<file path="src/dtp_params.svh">
`ifndef DTP_PARAMS_SVH
`define DTP_PARAMS_SVH

// Register byte offsets
`define DTP_OFF_UMODE     8'h00
`define DTP_OFF_UVAL      8'h04
`define DTP_OFF_PWR       8'h08
`define DTP_OFF_IRQ_EN    8'h0C
`define DTP_OFF_IRQ_FLAG  8'h10
`define DTP_OFF_DCTRL_A   8'h14
`define DTP_OFF_DCTRL_B   8'h18
`define DTP_OFF_DVAL      8'h1C
`define DTP_OFF_DPS_VAL   8'h20
`define DTP_OFF_DUTY      8'h24
`define DTP_OFF_BUZ       8'h28
`define DTP_OFF_PIN_CFG   8'h2C

// Field positions
`define DTP_BIT_UPCNT_RUN 0
`define DTP_BIT_GIE       7
`define DTP_BIT_UOVF      0
`define DTP_BIT_DUDF      3

// Reset values and byte maximum
`define DTP_RST_UMODE     8'h08
`define DTP_RST_PWR       8'h00
`define DTP_RST_IRQ_EN    8'h00
`define DTP_RST_DCTRL_A   8'h00
`define DTP_RST_DCTRL_B   8'h08
`define DTP_RST_BUZ       8'h00
`define DTP_RST_BYTE      8'h00
`define DTP_MAX_BYTE      8'hFF

`endif

</file>
<file path="src/dtp_pkg.sv">
`default_nettype none
package dtp_pkg;

	typedef logic [7:0] dtp_byte_t;

	// Up-counter mode register layout
	typedef struct packed {
		logic       upcnt_lowclk_sel;
		logic       rsv6;
		logic       upcnt_src_sel;
		logic       upcnt_edge_sel;
		logic       prescaler_assign;
		logic [2:0] shared_prescale_sel;
	} dtp_upcnt_mode_s;

	// Down-counter first control register layout
	typedef struct packed {
		logic       pwm_out_en;
		logic       pwm_active_low;
		logic [2:0] rsv5_3;
		logic       oneshot_sel;
		logic       reload_sel;
		logic       downcnt_run_en;
	} dtp_downcnt_ctrl_a_s;

	// Down-counter second control register layout
	typedef struct packed {
		logic [1:0] rsv7_6;
		logic       downcnt_src_sel;
		logic       downcnt_edge_sel;
		logic       downcnt_prescale_en_n;
		logic [2:0] downcnt_prescale_sel;
	} dtp_downcnt_ctrl_b_s;

	// Buzzer control register layout
	typedef struct packed {
		logic       buzzer_en;
		logic [2:0] rsv6_4;
		logic [3:0] buzzer_freq_sel;
	} dtp_buzzer_ctrl_s;

	// Shared pin function chosen by the configuration word
	typedef enum logic [1:0] {
		DTP_PIN_PWM    = 2'b01,
		DTP_PIN_BUZZER = 2'b10
	} dtp_pin_fn_e;

endpackage
`default_nettype wire

</file>
<file path="src/dtp_timers.sv">
// Contract
// - Up-counter advances only while run bit set
// - Write loads up-count, read returns count
// - Source: instruction clock, pin, or low oscillator
// - Edge bit picks falling or rising transitions
// - Prescaler assigned when bit zero, cleared
// - Three-bit select, ratios 1:2 to 1:256
// - Overflow sets sticky flag, interrupt when enabled
// - Down-counter write sets reload and count
// - Down-counter runs only while enable set
// - Down source: pin or instruction clock
// - Down edge bit picks pin transition
// - Active-low prescaler enable, readable prescaler value
// - One-shot counts to zero then stops
// - Continuous restarts from reload or 0xFF
// - Underflow sets sticky flag, interrupt when enabled
// - PWM drives pin when enabled and selected
// - Polarity bit makes PWM active low
// - Duty zero inactive, 0xFF gives 255 clocks
// - Buzzer drives pin when enabled and selected
// - Buzzer top bit picks source, rest ratio
//
// The register offsets and the APB slave port were decided locally.
`include "dtp_params.svh"
`default_nettype none

module dtp_timers
	import dtp_pkg::*;
(
	input  wire logic        pclk,
	input  wire logic        presetn,
	input  wire logic        psel,
	input  wire logic        penable,
	input  wire logic        pwrite,
	input  wire logic [7:0]  paddr,
	input  wire logic [31:0] pwdata,
	output logic             pready,
	output logic             pslverr,
	output logic      [31:0] prdata,
	input  wire logic        ext_clock_pin,
	input  wire logic        low_osc_clk,
	output logic             irq,
	output logic             shared_port_pin_out,
	output logic             shared_port_pin_oe
);

	// Low-order mask of n ones
	function automatic logic [7:0] ones_mask(input logic [3:0] n);
		logic [8:0] m;
		m = (9'h001 << n) - 9'h001;
		return m[7:0];
	endfunction

	// True when counter low bits under mask are all ones
	function automatic logic div_hit(input logic [7:0] cnt, input logic [7:0] mask);
		return (cnt & mask) == mask;
	endfunction

	dtp_upcnt_mode_s     upcnt_mode_reg;
	dtp_byte_t           power_ctrl_reg;
	dtp_byte_t           irq_enable_reg;
	dtp_byte_t           irq_flag_reg;
	dtp_downcnt_ctrl_a_s downcnt_ctrl_a;
	dtp_downcnt_ctrl_b_s downcnt_ctrl_b;
	dtp_buzzer_ctrl_s    buzzer_ctrl_reg;
	dtp_byte_t           pwm_duty_value;
	dtp_pin_fn_e         pin_fn;
	dtp_byte_t           upcnt_value;
	dtp_byte_t           shared_prescale_value;
	dtp_byte_t           downcnt_value;
	dtp_byte_t           downcnt_reload;
	dtp_byte_t           downcnt_prescale_value;
	dtp_byte_t           buzzer_div;
	logic                buzzer_level;
	logic                ext_prev;
	logic                low_prev;

	// Bus decode
	logic           addr_ok;
	logic [31:0]    next_prdata;
	dtp_byte_t      rd_byte;
	wire logic      wr_en = psel & penable & pready & pwrite;
	wire logic      setup = psel & ~penable;
	wire dtp_byte_t wdata = pwdata[7:0];

	function automatic logic wr_hit(input logic en, input logic [7:0] a, input logic [7:0] off);
		return en & (a == off);
	endfunction

	wire logic wr_umode = wr_hit(wr_en, paddr, `DTP_OFF_UMODE);
	wire logic wr_uval  = wr_hit(wr_en, paddr, `DTP_OFF_UVAL);
	wire logic wr_pwr   = wr_hit(wr_en, paddr, `DTP_OFF_PWR);
	wire logic wr_ien   = wr_hit(wr_en, paddr, `DTP_OFF_IRQ_EN);
	wire logic wr_iflag = wr_hit(wr_en, paddr, `DTP_OFF_IRQ_FLAG);
	wire logic wr_dca   = wr_hit(wr_en, paddr, `DTP_OFF_DCTRL_A);
	wire logic wr_dcb   = wr_hit(wr_en, paddr, `DTP_OFF_DCTRL_B);
	wire logic wr_dval  = wr_hit(wr_en, paddr, `DTP_OFF_DVAL);
	wire logic wr_duty  = wr_hit(wr_en, paddr, `DTP_OFF_DUTY);
	wire logic wr_buz   = wr_hit(wr_en, paddr, `DTP_OFF_BUZ);
	wire logic wr_pin   = wr_hit(wr_en, paddr, `DTP_OFF_PIN_CFG);

	// Read selection
	always_comb begin
		addr_ok = 1'b1;
		rd_byte = `DTP_RST_BYTE;
		if (paddr == `DTP_OFF_UMODE) begin
			rd_byte = upcnt_mode_reg;
		end else if (paddr == `DTP_OFF_UVAL) begin
			rd_byte = upcnt_value;
		end else if (paddr == `DTP_OFF_PWR) begin
			rd_byte = power_ctrl_reg;
		end else if (paddr == `DTP_OFF_IRQ_EN) begin
			rd_byte = irq_enable_reg;
		end else if (paddr == `DTP_OFF_IRQ_FLAG) begin
			rd_byte = irq_flag_reg;
		end else if (paddr == `DTP_OFF_DCTRL_A) begin
			rd_byte = downcnt_ctrl_a;
		end else if (paddr == `DTP_OFF_DCTRL_B) begin
			rd_byte = downcnt_ctrl_b;
		end else if (paddr == `DTP_OFF_DVAL) begin
			rd_byte = downcnt_value;
		end else if (paddr == `DTP_OFF_DPS_VAL) begin
			rd_byte = downcnt_prescale_value;
		end else if (paddr == `DTP_OFF_DUTY) begin
			rd_byte = pwm_duty_value;
		end else if (paddr == `DTP_OFF_BUZ) begin
			rd_byte = buzzer_ctrl_reg;
		end else if (paddr == `DTP_OFF_PIN_CFG) begin
			rd_byte = {7'h00, pin_fn == DTP_PIN_BUZZER};
		end else begin
			addr_ok = 1'b0;
		end
	end

	assign next_prdata = {24'h000000, rd_byte};

	always_ff @(posedge pclk or negedge presetn) begin
		if (!presetn) begin
			pready  <= 1'b0;
			pslverr <= 1'b0;
			prdata  <= 32'h00000000;
		end else begin
			pready  <= setup;
			pslverr <= setup & ~addr_ok;
			prdata  <= (setup & ~pwrite) ? next_prdata : 32'h00000000;
		end
	end

	// Pin edge detection
	wire logic ext_rise = ext_clock_pin & ~ext_prev;
	wire logic ext_fall = ~ext_clock_pin & ext_prev;
	wire logic low_rise = low_osc_clk & ~low_prev;
	wire logic low_fall = ~low_osc_clk & low_prev;

	always_ff @(posedge pclk or negedge presetn) begin
		if (!presetn) begin
			ext_prev <= 1'b0;
			low_prev <= 1'b0;
		end else begin
			ext_prev <= ext_clock_pin;
			low_prev <= low_osc_clk;
		end
	end

	// Up-counter path
	logic u_run;
	logic u_pin_rise;
	logic u_pin_fall;
	logic u_src_tick;
	logic u_ps_on;
	logic u_ps_hit;
	logic u_tick;
	logic u_ovf;
	logic u_ps_clr;

	assign u_run      = power_ctrl_reg[`DTP_BIT_UPCNT_RUN];
	assign u_pin_rise = upcnt_mode_reg.upcnt_lowclk_sel ? low_rise : ext_rise;
	assign u_pin_fall = upcnt_mode_reg.upcnt_lowclk_sel ? low_fall : ext_fall;
	assign u_src_tick = ~upcnt_mode_reg.upcnt_src_sel ? 1'b1 :
		(upcnt_mode_reg.upcnt_edge_sel ? u_pin_fall : u_pin_rise);
	assign u_ps_on    = ~upcnt_mode_reg.prescaler_assign;
	assign u_ps_hit   = div_hit(shared_prescale_value, ones_mask({1'b0, upcnt_mode_reg.shared_prescale_sel} + 4'h1));
	assign u_tick     = u_run & u_src_tick & (~u_ps_on | u_ps_hit);
	assign u_ovf      = u_tick & (upcnt_value == `DTP_MAX_BYTE);
	assign u_ps_clr   = wr_umode & ~wdata[3];

	always_ff @(posedge pclk or negedge presetn) begin
		if (!presetn) begin
			shared_prescale_value <= `DTP_RST_BYTE;
		end else if (u_ps_clr) begin
			shared_prescale_value <= `DTP_RST_BYTE;
		end else if (u_run & u_src_tick & u_ps_on) begin
			shared_prescale_value <= shared_prescale_value + 8'h01;
		end
	end

	always_ff @(posedge pclk or negedge presetn) begin
		if (!presetn) begin
			upcnt_value <= `DTP_RST_BYTE;
		end else if (wr_uval) begin
			upcnt_value <= wdata;
		end else if (u_tick) begin
			upcnt_value <= upcnt_value + 8'h01;
		end
	end

	// Down-counter path
	logic d_run;
	logic d_src_tick;
	logic d_ps_on;
	logic d_ps_tick;
	logic d_tick;
	logic d_udf;
	dtp_byte_t next_dval;

	assign d_run      = downcnt_ctrl_a.downcnt_run_en;
	assign d_src_tick = ~downcnt_ctrl_b.downcnt_src_sel ? 1'b1 :
		(downcnt_ctrl_b.downcnt_edge_sel ? ext_fall : ext_rise);
	assign d_ps_on    = ~downcnt_ctrl_b.downcnt_prescale_en_n;
	assign d_ps_tick  = d_run & d_src_tick & (~d_ps_on |
		div_hit(downcnt_prescale_value, ones_mask({1'b0, downcnt_ctrl_b.downcnt_prescale_sel} + 4'h1)));
	assign d_tick     = d_ps_tick;
	assign d_udf      = d_tick & (downcnt_value == `DTP_RST_BYTE);

	always_comb begin
		next_dval = downcnt_value;
		if (wr_dval) begin
			next_dval = wdata;
		end else if (d_udf) begin
			if (downcnt_ctrl_a.oneshot_sel) begin
				next_dval = `DTP_RST_BYTE;
			end else if (downcnt_ctrl_a.reload_sel) begin
				next_dval = downcnt_reload;
			end else begin
				next_dval = `DTP_MAX_BYTE;
			end
		end else if (d_tick) begin
			next_dval = downcnt_value - 8'h01;
		end
	end

	always_ff @(posedge pclk or negedge presetn) begin
		if (!presetn) begin
			downcnt_prescale_value <= `DTP_RST_BYTE;
		end else if (d_run & d_src_tick & d_ps_on) begin
			downcnt_prescale_value <= downcnt_prescale_value + 8'h01;
		end
	end

	always_ff @(posedge pclk or negedge presetn) begin
		if (!presetn) begin
			downcnt_value  <= `DTP_RST_BYTE;
			downcnt_reload <= `DTP_RST_BYTE;
		end else begin
			downcnt_value <= next_dval;
			if (wr_dval) begin
				downcnt_reload <= wdata;
			end
		end
	end

	// Control registers
	always_ff @(posedge pclk or negedge presetn) begin
		if (!presetn) begin
			upcnt_mode_reg  <= `DTP_RST_UMODE;
			power_ctrl_reg  <= `DTP_RST_PWR;
			irq_enable_reg  <= `DTP_RST_IRQ_EN;
			downcnt_ctrl_b  <= `DTP_RST_DCTRL_B;
			buzzer_ctrl_reg <= `DTP_RST_BUZ;
			pwm_duty_value  <= `DTP_RST_BYTE;
			pin_fn          <= DTP_PIN_PWM;
		end else begin
			if (wr_umode) upcnt_mode_reg <= wdata & 8'hBF;
			if (wr_pwr) power_ctrl_reg <= wdata & 8'h81;
			if (wr_ien) irq_enable_reg <= wdata & 8'h09;
			if (wr_dcb) downcnt_ctrl_b <= wdata & 8'h3F;
			if (wr_buz) buzzer_ctrl_reg <= wdata & 8'h8F;
			if (wr_duty) pwm_duty_value <= wdata;
			if (wr_pin) pin_fn <= wdata[0] ? DTP_PIN_BUZZER : DTP_PIN_PWM;
		end
	end

	always_ff @(posedge pclk or negedge presetn) begin
		if (!presetn) begin
			downcnt_ctrl_a <= `DTP_RST_DCTRL_A;
		end else if (wr_dca) begin
			downcnt_ctrl_a <= wdata & 8'hC7;
		end else if (d_udf & downcnt_ctrl_a.oneshot_sel) begin
			downcnt_ctrl_a.downcnt_run_en <= 1'b0;
		end
	end

	// sticky flags, set wins over clear
	wire logic [7:0] flag_set  = {4'h0, d_udf, 2'b00, u_ovf};
	wire logic [7:0] flag_keep = wr_iflag ? (irq_flag_reg & wdata) : irq_flag_reg;

	always_ff @(posedge pclk or negedge presetn) begin
		if (!presetn) begin
			irq_flag_reg <= `DTP_RST_BYTE;
			irq          <= 1'b0;
		end else begin
			irq_flag_reg <= (flag_keep | flag_set) & 8'h09;
			irq          <= power_ctrl_reg[`DTP_BIT_GIE] & |(irq_flag_reg & irq_enable_reg);
		end
	end

	wire logic b_src_tick = buzzer_ctrl_reg.buzzer_freq_sel[3] ? d_udf : d_ps_tick;
	wire logic b_hit      = div_hit(buzzer_div, ones_mask({1'b0, buzzer_ctrl_reg.buzzer_freq_sel[2:0]}));

	always_ff @(posedge pclk or negedge presetn) begin
		if (!presetn) begin
			buzzer_div   <= `DTP_RST_BYTE;
			buzzer_level <= 1'b0;
		end else if (~buzzer_ctrl_reg.buzzer_en) begin
			buzzer_div   <= `DTP_RST_BYTE;
			buzzer_level <= 1'b0;
		end else if (b_src_tick) begin
			buzzer_div <= buzzer_div + 8'h01;
			if (b_hit) begin
				buzzer_level <= ~buzzer_level;
			end
		end
	end

	wire logic pwm_active = d_run & (downcnt_value < pwm_duty_value);
	wire logic pwm_level  = pwm_active ^ downcnt_ctrl_a.pwm_active_low;
	wire logic pwm_drive  = downcnt_ctrl_a.pwm_out_en & (pin_fn == DTP_PIN_PWM);
	wire logic buz_drive  = buzzer_ctrl_reg.buzzer_en & (pin_fn == DTP_PIN_BUZZER);

	always_ff @(posedge pclk or negedge presetn) begin
		if (!presetn) begin
			shared_port_pin_out <= 1'b0;
			shared_port_pin_oe  <= 1'b0;
		end else begin
			shared_port_pin_oe  <= pwm_drive | buz_drive;
			shared_port_pin_out <= pwm_drive ? pwm_level : (buz_drive & buzzer_level);
		end
	end

endmodule
`default_nettype wire

</file>
<file path="config.mk">
export PLATFORM = sky130hd
export DESIGN_NAME = dtp_timers
export DESIGN_NICKNAME = d
export VERILOG_FILES = /design/src/dtp_pkg.sv /design/src/dtp_timers.sv
export VERILOG_INCLUDE_DIRS = /design/src
export SDC_FILE = /design/constraint.sdc
export NUM_CORES = 1
export LEC_CHECK = 0
export ABC_AREA = 1
export BUFFER_PORTS_ARGS = -buffer_cell sky130_fd_sc_hd__buf_2
export CAP_MARGIN = 20
export CORE_AREA = 2 2 152 154
export CTS_BUF_LIST = sky130_fd_sc_hd__clkbuf_2
export CTS_CLUSTER_DIAMETER = 30
export CTS_CLUSTER_SIZE = 25
export DETAILED_ROUTE_END_ITERATION = 8
export DIE_AREA = 0 0 154 156
export SLEW_MARGIN = 40
export SYNTH_ARGS = -nofsm -noshare
export SYNTH_HDL_FRONTEND = slang
export SYNTH_SLANG_ARGS = --single-unit
</file>
<file path="constraint.sdc">
create_clock -name pclk -period 2.7 [get_ports pclk]
set_input_delay 0.27 -clock pclk [delete_from_list [all_inputs] [get_ports pclk]]
set_output_delay 0.27 -clock pclk [all_outputs]
set_load 0.01 [all_outputs]
</file>
# Yosys cells after proc, flatten, opt, wreduce, memory -nomap -nowiden
# Index checks and enable logic that the tools add are counted.
word_totals:
  regBits: 103
  latchBits: 0
  ramBits: 0
  romBits: 0
  in_bits: 47
  memories: 0
classes:
  n_addsub: 10
  mul: 0
  div_mod_pow: 0
  order_cmp: 1
  n_eq_ne: 19
  shifts: 3
  mux: 51
  bitwise: 57
  n_reduce_logical: 8
op_table:
  columns: ["cell", "n"]
  rows:
  - ["8-bit two-way mux", 23]
  - ["1-bit AND", 36]
  - ["8-bit by 1-bit adder with 8-bit output, second input constant", 4]
  - ["8-bit by 5-bit == test with 1-bit output, second input constant", 4]
  - ["8-bit by 6-bit == test with 1-bit output, second input constant", 4]
  - ["8-bit by 1-bit subtractor with 8-bit output, second input constant", 4]
  - ["1-bit two-way mux", 26]
  - ["8-bit AND", 3]
  - ["8-bit == test", 3]
  - ["8-bit by 4-bit == test with 1-bit output, second input constant", 2]
  - ["8-bit zero test", 2]
  - ["1-bit by 4-bit << shifter with 8-bit output, first input constant", 2]
  - ["1-bit inverter", 11]
  - ["3-bit by 1-bit adder with 4-bit output, second input constant", 2]
  - ["4-bit AND", 2]
  - ["8-bit by 3-bit == test with 1-bit output, second input constant", 1]
  - ["8-bit == test, second input constant", 1]
  - ["8-bit less-than comparator", 1]
  - ["8-bit OR reduction", 1]
  - ["1-bit by 3-bit << shifter with 8-bit output, first input constant", 1]
  - ["2-bit nonzero test", 3]
  - ["4-bit two-way mux", 1]
  - ["2-bit by 1-bit inequality test with 1-bit output, second input constant", 2]
  - ["4-bit bitwise OR", 1]
  - ["other kinds (7)", 9]

# Depth between registers and ports, before layout
# Gate-level depths: netlist of run 1.
logic_depth:
  word_depth: 15
  mapped_depth: 17
  ltp_nobuf: 15

# Worst setup path after synthesis of run 1
# OpenSTA, ideal clock, no wires.
synth_path:
  path_type: "reg-to-reg"
  start: "register upcnt_mode_reg[1] (netlist bit)"
  end: "register upcnt_value[1]"
  setup_ps: 117
  t_arrival_ps: 1897
  t_required_ps: 2583
  slack_ps: 687
  path_stages_with_launch: 16
  n_path_buf: 0
  period_less_slack_ps: 2013
  cell_sequence: "dfrtp_1 nand2_1 inv_1 ha_1 nand2_1 ha_1 o22ai_1 a21oi_1 nand2_1 nor2_1 nand3_1 nand2_1 nand2_2 nand2_4 nand2_1 nand2_1"
synth_between:
  elab_chain_cells: 8
synth_lines:
  columns: ["element", "line", "text"]
  rows:
  - ["start, declared", "dtp_timers.sv:59", "dtp_upcnt_mode_s upcnt_mode_reg;"]
  - ["start signal, assigned", "dtp_timers.sv:265", "upcnt_mode_reg <= `DTP_RST_UMODE;"]
  - ["start signal, assigned", "dtp_timers.sv:273", "if (wr_umode) upcnt_mode_reg <= wdata & 8'hBF;"]
  - ["3-bit by 1-bit adder with 4-bit output (*)", "dtp_timers.sv:182", "assign u_ps_hit = div_hit(shared_prescale_value, ones_mask({1'b0, upcnt_mode_reg.shared_prescale_sel} + 4'h1)) ..."]
  - ["1-bit by 4-bit << shifter with 8-bit output (*)", "dtp_timers.sv:50", "m = (9'h001 << n) - 9'h001;"]
  - ["8-bit by 1-bit subtractor with 8-bit output (*)", "dtp_timers.sv:50", null]
  - ["8-bit AND", "dtp_timers.sv:56", "return (cnt & mask) == mask;"]
  - ["8-bit == test (*)", "dtp_timers.sv:56", null]
  - ["1-bit bitwise OR (*)", "dtp_timers.sv:183", "assign u_tick = u_run & u_src_tick & (~u_ps_on | u_ps_hit);"]
  - ["1-bit AND (*)", "dtp_timers.sv:183", null]
  - ["2-bit nonzero test (no source line) (*)", null, null]
  - ["end signal, assigned", "dtp_timers.sv:199", "upcnt_value <= `DTP_RST_BYTE;"]
  - ["end signal, assigned", "dtp_timers.sv:201", "upcnt_value <= wdata;"]
  - ["end signal, assigned", "dtp_timers.sv:203", "upcnt_value <= upcnt_value + 8'h01;"]
  - ["end, declared", "dtp_timers.sv:68", "dtp_byte_t upcnt_value;"]
# Every way passes the cells marked *; elsewhere a longest branch is shown, timed or not.
# A chain may end at the register's enable or synchronous reset.

# Final worst setup path of run 1
layout_path:
  start: "register upcnt_mode_reg[1] (netlist bit)"
  end: "register upcnt_value[7]"
# The elaborated chain is that of the path after synthesis.

==> out/metrics.yaml, run 1 <==
synth-edff-count: 0
grt_pass1_wl_um: 27200
crit_type: "flip-flop to flip-flop"
final-seq-area_sq_um: 2560
fill_cells: 2428
cts_num_sinks: 102
slew-limit-headroom_pct: 55.5
cts_buffer_depth: 2
drc_errors: 0
holdBufCountCts: 14
cts_root_buf: "clkbuf_2"
min_period_over_period_pct: 87.1
finalHoldViolCount: 0
status: "finished, final reports clean"
p_per_area_nw_per_um2: 516
irDropWorstVdd_uv: 205
cp-end-kind: "flip-flop"
multi_input_area_sq_um: 3050
async_flop_share_pct: 100
dp_hpwl_um: 12600
gp_congestion: 0.859
first_pass_iters: 5
startpoint_type: "flip-flop"
cp.arrival_ns: 2.96
slew_viol_final: 0
finalNetCount: 966
final_cells: 1193
synth_compound_area_share_pct: 11.7
post_cts_buffers: 0
min_path_cells: 7
synth_flop_cell: "dfrtp_1"
synth_xor_area_share_pct: 3.54
yosys.area.top_type_share_pct: 40.0
ios: 84
drt_iter0_drc: 509
dieArea_sq_um: 24000
clkTransAtPathRegs_ns: 0.28
yosysSeqAreaShare_pct: 41.3
worst_pin_slew_ns: 0.667
timing.hold.ws_ns: 0.0661
vias: 5663
period_needed_ns: 2.35
clock_latency_ns: 0.65
synth-simple-area-share_pct: 29.1
rsz0062_at_grt: "no"
r2r_cells: 15
p_total_mw: 3.56
critPathRequiredTime_ns: 3.31
avgSynthCellArea_sq_um: 7.31
layout_setup_ws_ns: 0.348
synth_top_family_by_area: "simple AND/OR/NAND/NOR gates"
die_h_um: 156
h-tree-depth: 3
num_rows: 55
setup_tns_ns: 0
ff2ff_setup_slack_ns: 0.35
grt_max_degree: 50
drive_above_1_share_pct: 9.15
fin_worst_skew_ns: 0.0415
grt_use_total_pct: 14.3
wl_per_cell_um: 14.1
cts_tree: "yes"
overflow: 0
grt_antenna_before_repair: 1
synthMuxAreaShare_pct: 0
ys_warn_count: 0
yosys-top-cells-count: "nand2_1, inv_1, dfrtp_1"
vias_per_cell: 4.75
yosys-top-cells-area: "dfrtp_1, nand2_1, o21ai_0"
synth.most_common_cell: "nand2_1"
postLayoutCellArea_sq_um: 6890
yosysTopAreaCell: "dfrtp_1"
cp_max_fo: 10
dpl_cell_area_sq_um: 6630
netlist_instances: 847
die_w_um: 154
post-route-util_pct: 30.8
finalWirelength_um: 16900
yosys.cell_types.count: 42
io_buffers: 35
numCtsBuffers: 9
leakage_nw: 3.44
synth_area_sq_um: 6190
place_ws_ns: 0.395
start_util_pct: 27.7
ant_nets: 0
hold_path.class: "input pin to flip-flop"
max_freq_mhz: 425
maxCapViolations: 0
post_cts_resized: 0
placedCellCount: 1162
synthAdderAreaFrac_pct: 3.43
synth-seq-cells: 102
core_sq_um: 22400
finalSetupViolations: 0
area_delta_synth_final_pct: 11.3
grt_pass1_vias: 5210
layer usage:
metal	share of wire (%)	wire length (um)	vias up	global-route usage (%)
met1	46	7810	2669	19.6
li1	-	-	2791	-
met3	6.3	1060	33	2.86
met4	2.8	478	0	5.07
met5	0	0	-	0
met2	45	7520	170	22.5
final timing paths:
kind / startpoint / to
setup / recovery: upcnt_mode_reg[1] / upcnt_value[7]
setup reg to reg: upcnt_mode_reg[1] / upcnt_value[7]
hold / removal: psel / prdata[7]
min in group asynchronous: presetn / shared_prescale_value[1]
max in group asynchronous: presetn / downcnt_ctrl_b[3]
hold reg to reg: downcnt_prescale_value[7] / downcnt_prescale_value[7]
power breakdown:
part	switching (mW)	internal, mW
registers	0.184	1.66
logic	0.585	0.354
clock network	0.553	0.217
layout by cell type, fill, tap and decap left out, drive strengths merged, types with 14 or more instances in the layout:
master	synthesis	routed
nand2	264	264
inv	111	113
xor2	20	20
nor2	50	50
nand3	70	70
conb	1	24
dfrtp	99	99
a21oi	23	23
o21ai	95	95
nand4	16	16
dlygate4sd3	0	14
ha	17	17
buf	31	41
layout make-up:
class,instances,area share (%)
antenna,1,0.0363
clock inverter,7,1.05
inverter,116,6.32
timing repair buffer,55,5.45
multi-input combinational,618,44.2
tap,285,5.17
clock buffer,9,0.653
sequential,102,37.1
critical path, stage by stage (launching register included):
cell	delay, ns
dfrtp_1	0.52
nand2_1	0.11
inv_1	0.07
ha_1	0.35
nand2_1	0.09
ha_1	0.27
o22ai_1	0.07
a21oi_1	0.11
nand2_1	0.06
nor2_1	0.09
nand3_1	0.07
nand2_1	0.08
nand2_2	0.15
nand2_4	0.16
nand2_1	0.06
nand2_1	0.06
cells by family (layout without fill, tap and decap cells):
family | count (synthesis) | in the layout
and+or+nand+nor | 416 | 416
buffers and inverters | 150 | 187
adders and majority gates | 17 | 17
other | 1 | 25
AOI/OAI and AO/OA | 136 | 136
DFF | 102 | 102
xor gates and xnor gates | 25 | 25
Power figures use the tool's default switching activity.
==> run 2: changes to the inputs <==
--- a/config.mk
+++ b/config.mk
@@ -15,6 +15,7 @@
 export CTS_CLUSTER_SIZE = 25
 export DETAILED_ROUTE_END_ITERATION = 8
 export DIE_AREA = 0 0 154 156
+export PLACE_DENSITY = 0.47
 export SLEW_MARGIN = 40
 export SYNTH_ARGS = -nofsm -noshare
 export SYNTH_HDL_FRONTEND = slang
==> run 2 against run 1 <==
Against the previous run:
- clock power rose by 2%
- final cell count rose by 0.17%
- register-to-register slack got worse by 0.05 ns
- hold slack improved by 0.0083 ns
- critical path type unchanged
- clock skew barely moved
- count of clock-buffer cells in the layout rose by 3
- first-iteration DRC count fell by 31%
- critical endpoint is now downcnt_value[7]
- combinational power rose by 1%
- die area did not move
- power rose by 0.67%
- flip-flop and latch count did not move
- non-clock buffer count rose by 2
==> out/metrics.yaml, run 2 (synthesis gave the netlist of run 1 again) <==
irDropWorstVdd_uv: 208
period_needed_ns: 2.40
die_w_um: 154
cp.arrival_ns: 2.98
crit_type: "flip-flop to flip-flop"
timing.rr.end: "downcnt_value[7]"
ff2ff_setup_slack_ns: 0.30
cts_tree: "yes"
r2r_cells: 14
overflow: 0
hold_path.class: "input pin to asynchronous set/reset pin"
ant_nets: 0
grt_pass1_wl_um: 29000
finalNetCount: 968
cp-end-kind: "flip-flop"
num_rows: 55
numCtsBuffers: 9
post_cts_buffers: 0
first_pass_iters: 5
status: "finished, final reports clean"
slew-limit-headroom_pct: 63.1
grt_antenna_before_repair: 1
fin_worst_skew_ns: 0.0412
clkTransAtPathRegs_ns: 0.30
die_h_um: 156
internal_power_mw: 2.25
dieArea_sq_um: 24000
cp_max_fo: 10
p_clk_share_pct: 21.9
power_frac_comb_pct: 26.6
finalWirelength_um: 17800
ios: 84
vias: 5467
wl_per_cell_um: 14.9
mostFrequentLayoutCells: "nand2_1, inv_1, dfrtp_1"
drt_iter0_drc: 351
io_buffers: 35
clock_latency_ns: 0.64
dpl_cell_area_sq_um: 6650
drc_errors: 0
cts_buffer_depth: 2
p_per_area_nw_per_um2: 517
start_util_pct: 27.7
drive_above_1_share_pct: 9.46
worst_pin_slew_ns: 0.553
layout_setup_ws_ns: 0.301
critPathRequiredTime_ns: 3.28
area_delta_synth_final_pct: 11.8
min_period_over_period_pct: 88.8
final_common_cell: "nand2_1"
grt_use_total_pct: 15.5
r2r-start: "downcnt_ctrl_b[1]"
holdBufCountCts: 15
switching_share_pct: 37.2
dp_hpwl_um: 13500
startpoint_type: "flip-flop"
maxCapViolations: 0
timing.hold.ws_ns: 0.0744
cts_num_sinks: 102
grt_pass1_vias: 5305
finalSetupViolations: 0
slew_viol_final: 0
grt_max_degree: 54
final_cells: 1195
seqPwrFrac_pct: 51.5
post_cts_resized: 0
postLayoutCellArea_sq_um: 6920
vias_per_cell: 4.57
h-tree-depth: 3
core_sq_um: 22400
max_freq_mhz: 417
rsz0062_at_grt: "no"
leakage_nw: 3.46
gp_congestion: 0.875
p_switching_mw: 1.33
cts_root_buf: "clkbuf_2"
finalHoldViolCount: 0
place_ws_ns: 0.327
placedCellCount: 1163
setup_tns_ns: 0
-- run 2: cell types whose count changed in the layout (fill, tap and decap cells not counted), sizes merged --
| cell | previous run | this run |
|---|---|---|
| clkbuf | 9 | 12 |
| buf | 41 | 42 |
| clkinv | 7 | 6 |
| clkinvlp | 2 | 1 |
| dlygate4sd3 | 14 | 15 |
| inv | 113 | 112 |
-- run 2: worst max path at each step --
stage	startpoint	slack (ns)	end
after global routing	upcnt_mode_reg[1]	0.03	upcnt_value[7]
after CTS	upcnt_mode_reg[1]	0.30	upcnt_value[1]
final	downcnt_ctrl_b[1]	0.30	downcnt_value[7]
after floorplan	upcnt_mode_reg[1]	0.69	upcnt_value[1]
after global placement	downcnt_ctrl_b[1]	0.35	downcnt_value[7]
after detailed placement	downcnt_ctrl_b[1]	0.33	downcnt_value[7]
-- run 2: critical path: stages, from the launching register on --
cell	delay [ns]
dfrtp_1	0.56
nand2_1	0.10
inv_1	0.04
ha_1	0.31
inv_1	0.06
nor3_1	0.22
nand3_1	0.12
nand3_1	0.12
nand3_2	0.12
nand2_4	0.17
nand3_2	0.25
nand2_1	0.13
nand2_1	0.06
nand2_1	0.05
nand2_1	0.04
-- run 2: per-layer routing --
layer	part of all wire, %	GRT usage (%)	vias up
met5	0	0	-
met4	1.4	3.78	0
met3	3.5	2.69	13
met2	46	25.2	101
met1	49	21.5	2555
li1	-	-	2798
-- run 2: final cells by class --
type | count | area (sq um)
diodes | 1 | 2.50
clock buffers | 12 | 60.1
clock inverters | 4 | 55.1
fillers | 2421 | 15400
inverters | 116 | 435
multi-input cells | 618 | 3050
flip-flops and latches | 102 | 2560
well taps | 285 | 357
repair buffers | 57 | 409
-- run 2: per-stage QoR --
step / utilization (%) / total power, mW
after CTS: 30.9 / 3.63
after global placement: 29.7 / 2.81
after floorplan: - / 2.49
after global routing: 31.0 / 3.87
after detailed placement: 29.7 / 2.80
final: 31.0 / 3.58
-- run 2: power groups by stage --
stage,registers [mW],clock network [mW],logic [mW]
global placement,1.88,0,0.933
detailed placement,1.87,0,0.934
global route,1.87,0.879,1.12
finish,1.84,0.784,0.951
floorplan,1.80,0,0.689
CTS,1.85,0.830,0.956
==> run 3: changes to the inputs <==
--- a/config.mk
+++ b/config.mk
@@ -10,7 +10,7 @@
 export BUFFER_PORTS_ARGS = -buffer_cell sky130_fd_sc_hd__buf_2
 export CAP_MARGIN = 20
 export CORE_AREA = 2 2 152 154
-export CTS_BUF_LIST = sky130_fd_sc_hd__clkbuf_2
+export CTS_BUF_LIST = sky130_fd_sc_hd__clkbuf_4 sky130_fd_sc_hd__clkbuf_8
 export CTS_CLUSTER_DIAMETER = 30
 export CTS_CLUSTER_SIZE = 25
 export DETAILED_ROUTE_END_ITERATION = 8
==> run 3 against run 2 <==
Against the previous run:
- sequential share of layout area rose by 0.25 points
- routed wire length shrank 0.60%
- combinational power is 2% lower
- final cell count decreased by 1.2%
- largest cell class unchanged
- largest power group unchanged
==> out/metrics.yaml, run 3 (synthesis gave the netlist of run 1 again) <==
leakage_nw: 3.43
postLayoutCellArea_sq_um: 6880
vias: 5435
cp-end-kind: "flip-flop"
ios: 84
cts_tree: "yes"
drc_errors: 0
final_common_cell: "nand2_1"
min_period_over_period_pct: 89.0
critical_path.top_delay_family: "simple AND/OR/NAND/NOR gates"
timing.hold.ws_ns: 0.0365
critPathRequiredTime_ns: 2.99
cpMostUsedCell: "nand2_1"
num_rows: 55
grt_use_total_pct: 15.5
drt_iter0_drc: 325
gp_congestion: 0.875
n_antenna_cell: 0
post_cts_resized: 0
crit_buf_inv: 2
status: "finished, final reports clean"
mostFrequentLayoutCells: "nand2_1, inv_1, dfrtp_1"
worst_pin_slew_ns: 0.544
first_pass_iters: 5
period_needed_ns: 2.40
hold_path.class: "input pin to flip-flop"
cp_max_fo: 10
cts_num_sinks: 102
max_freq_mhz: 416
finalHoldViolCount: 0
cp_slowest_cell: "dfrtp_1"
grt_pass1_wl_um: 28900
clock_latency_ns: 0.39
met3_usage_pct: 2.28
post_cts_buffers: 0
cts_root_buf: "clkbuf_8"
post-route-util_pct: 30.8
dp_hpwl_um: 13500
start_util_pct: 27.7
hold_start: "ext_clock_pin"
grt_pass1_vias: 5288
cp.arrival_ns: 2.69
finalNetCount: 955
min_path_cells: 1
finalSetupViolations: 0
slew_viol_final: 0
slowest_delay_ns: 0.50
fin_worst_skew_ns: 0.0137
worstPathCellList: "nand2_1 > inv_1 > ha_1 > inv_1 > nor3_1 > nand3_1 > nand3_1 > nand3_2 > nand2_4 > nand3_2 > nand2_1 > nand2_1 > nand2_1 > nand2_1"
min_to: "ext_prev"
core_sq_um: 22400
setup_tns_ns: 0
grt-busiest-layer: "met2"
io_buffers: 35
vias_per_cell: 4.60
gr-usage-met1_pct: 21.5
dieArea_sq_um: 24000
h-tree-depth: 3
die_w_um: 154
area_delta_synth_final_pct: 11.1
p_per_area_nw_per_um2: 554
dpl_cell_area_sq_um: 6650
ff2ff_setup_slack_ns: 0.30
grt_antenna_before_repair: 0
use_met2_pct: 24.9
overflow: 0
r2r-start: "downcnt_ctrl_b[1]"
cts_buffer_depth: 2
rsz0062_at_grt: "no"
crit_type: "flip-flop to flip-flop"
maxCapViolations: 0
timing.rr.end: "downcnt_value[7]"
r2r_cells: 14
slew-limit-headroom_pct: 63.7
drive_above_1_share_pct: 9.60
finalWirelength_um: 17700
critical_path_depth: 14
die_h_um: 156
numCtsBuffers: 9
irDropWorstVdd_uv: 212
wl_per_cell_um: 15.0
ant_nets: 0
startpoint_type: "flip-flop"
grt_max_degree: 54
clkTransAtPathRegs_ns: 0.10
run 3: cell types whose count changed in the layout (fill, tap and decap cells not counted):
cell | before | now
clkbuf_2 | 12 | 0
clkbuf_4 | 0 | 3
clkbuf_8 | 0 | 9
diode_2 | 1 | 0
dlygate4sd3_1 | 15 | 2
run 3: where the power goes:
| group | internal (mW) | total [mW] | switching [mW] |
|---|---|---|---|
| clock network | 0.466 | 1.03 | 0.566 |
| registers | 1.66 | 1.84 | 0.181 |
| logic | 0.344 | 0.936 | 0.592 |
run 3: layout make-up:
cell class / instances / area, sq um
Multi-Input combinational cell: 618 / 3050
Tap cell: 285 / 357
Timing Repair Buffer: 44 / 279
Clock inverter: 4 / 55.1
Clock buffer: 12 / 146
Fill cell: 2413 / 15500
Inverter: 116 / 435
Sequential cell: 102 / 2560
run 3: layer usage:
metal,wire length [um],vias up
li1,-,2770
met1,8570,2532
met2,8140,116
met3,648,17
met4,319,0
met5,0,-
run 3: what timing repair did:
| item | 4_1_cts | 5_1_grt |
|---|---|---|
| hold buffers | 2 | 0 |
| endpoints found under the setup margin | 0 | 0 |
| hold endpoints to repair | 50 | 0 |
run 3: how the worst max path moves through the flow:
stage | start | end
finish | downcnt_ctrl_b[1] | downcnt_value[7]
global route | downcnt_ctrl_b[1] | d_run
floorplan | upcnt_mode_reg[1] | upcnt_value[1]
detailed placement | downcnt_ctrl_b[1] | downcnt_value[7]
CTS | downcnt_ctrl_b[1] | downcnt_value[7]
global placement | downcnt_ctrl_b[1] | downcnt_value[7]
run 3: metrics by stage:
stage / power [mW] / setup slack, ns / instances
after floorplan: 2.49 / 0.687 / 870
after global placement: 2.81 / 0.345 / 1163
after detailed placement: 2.80 / 0.327 / 1163
after CTS: 3.87 / 0.321 / 1181
after global routing: 4.11 / 0.0761 / 1181
final: 3.81 / 0.297 / 1181
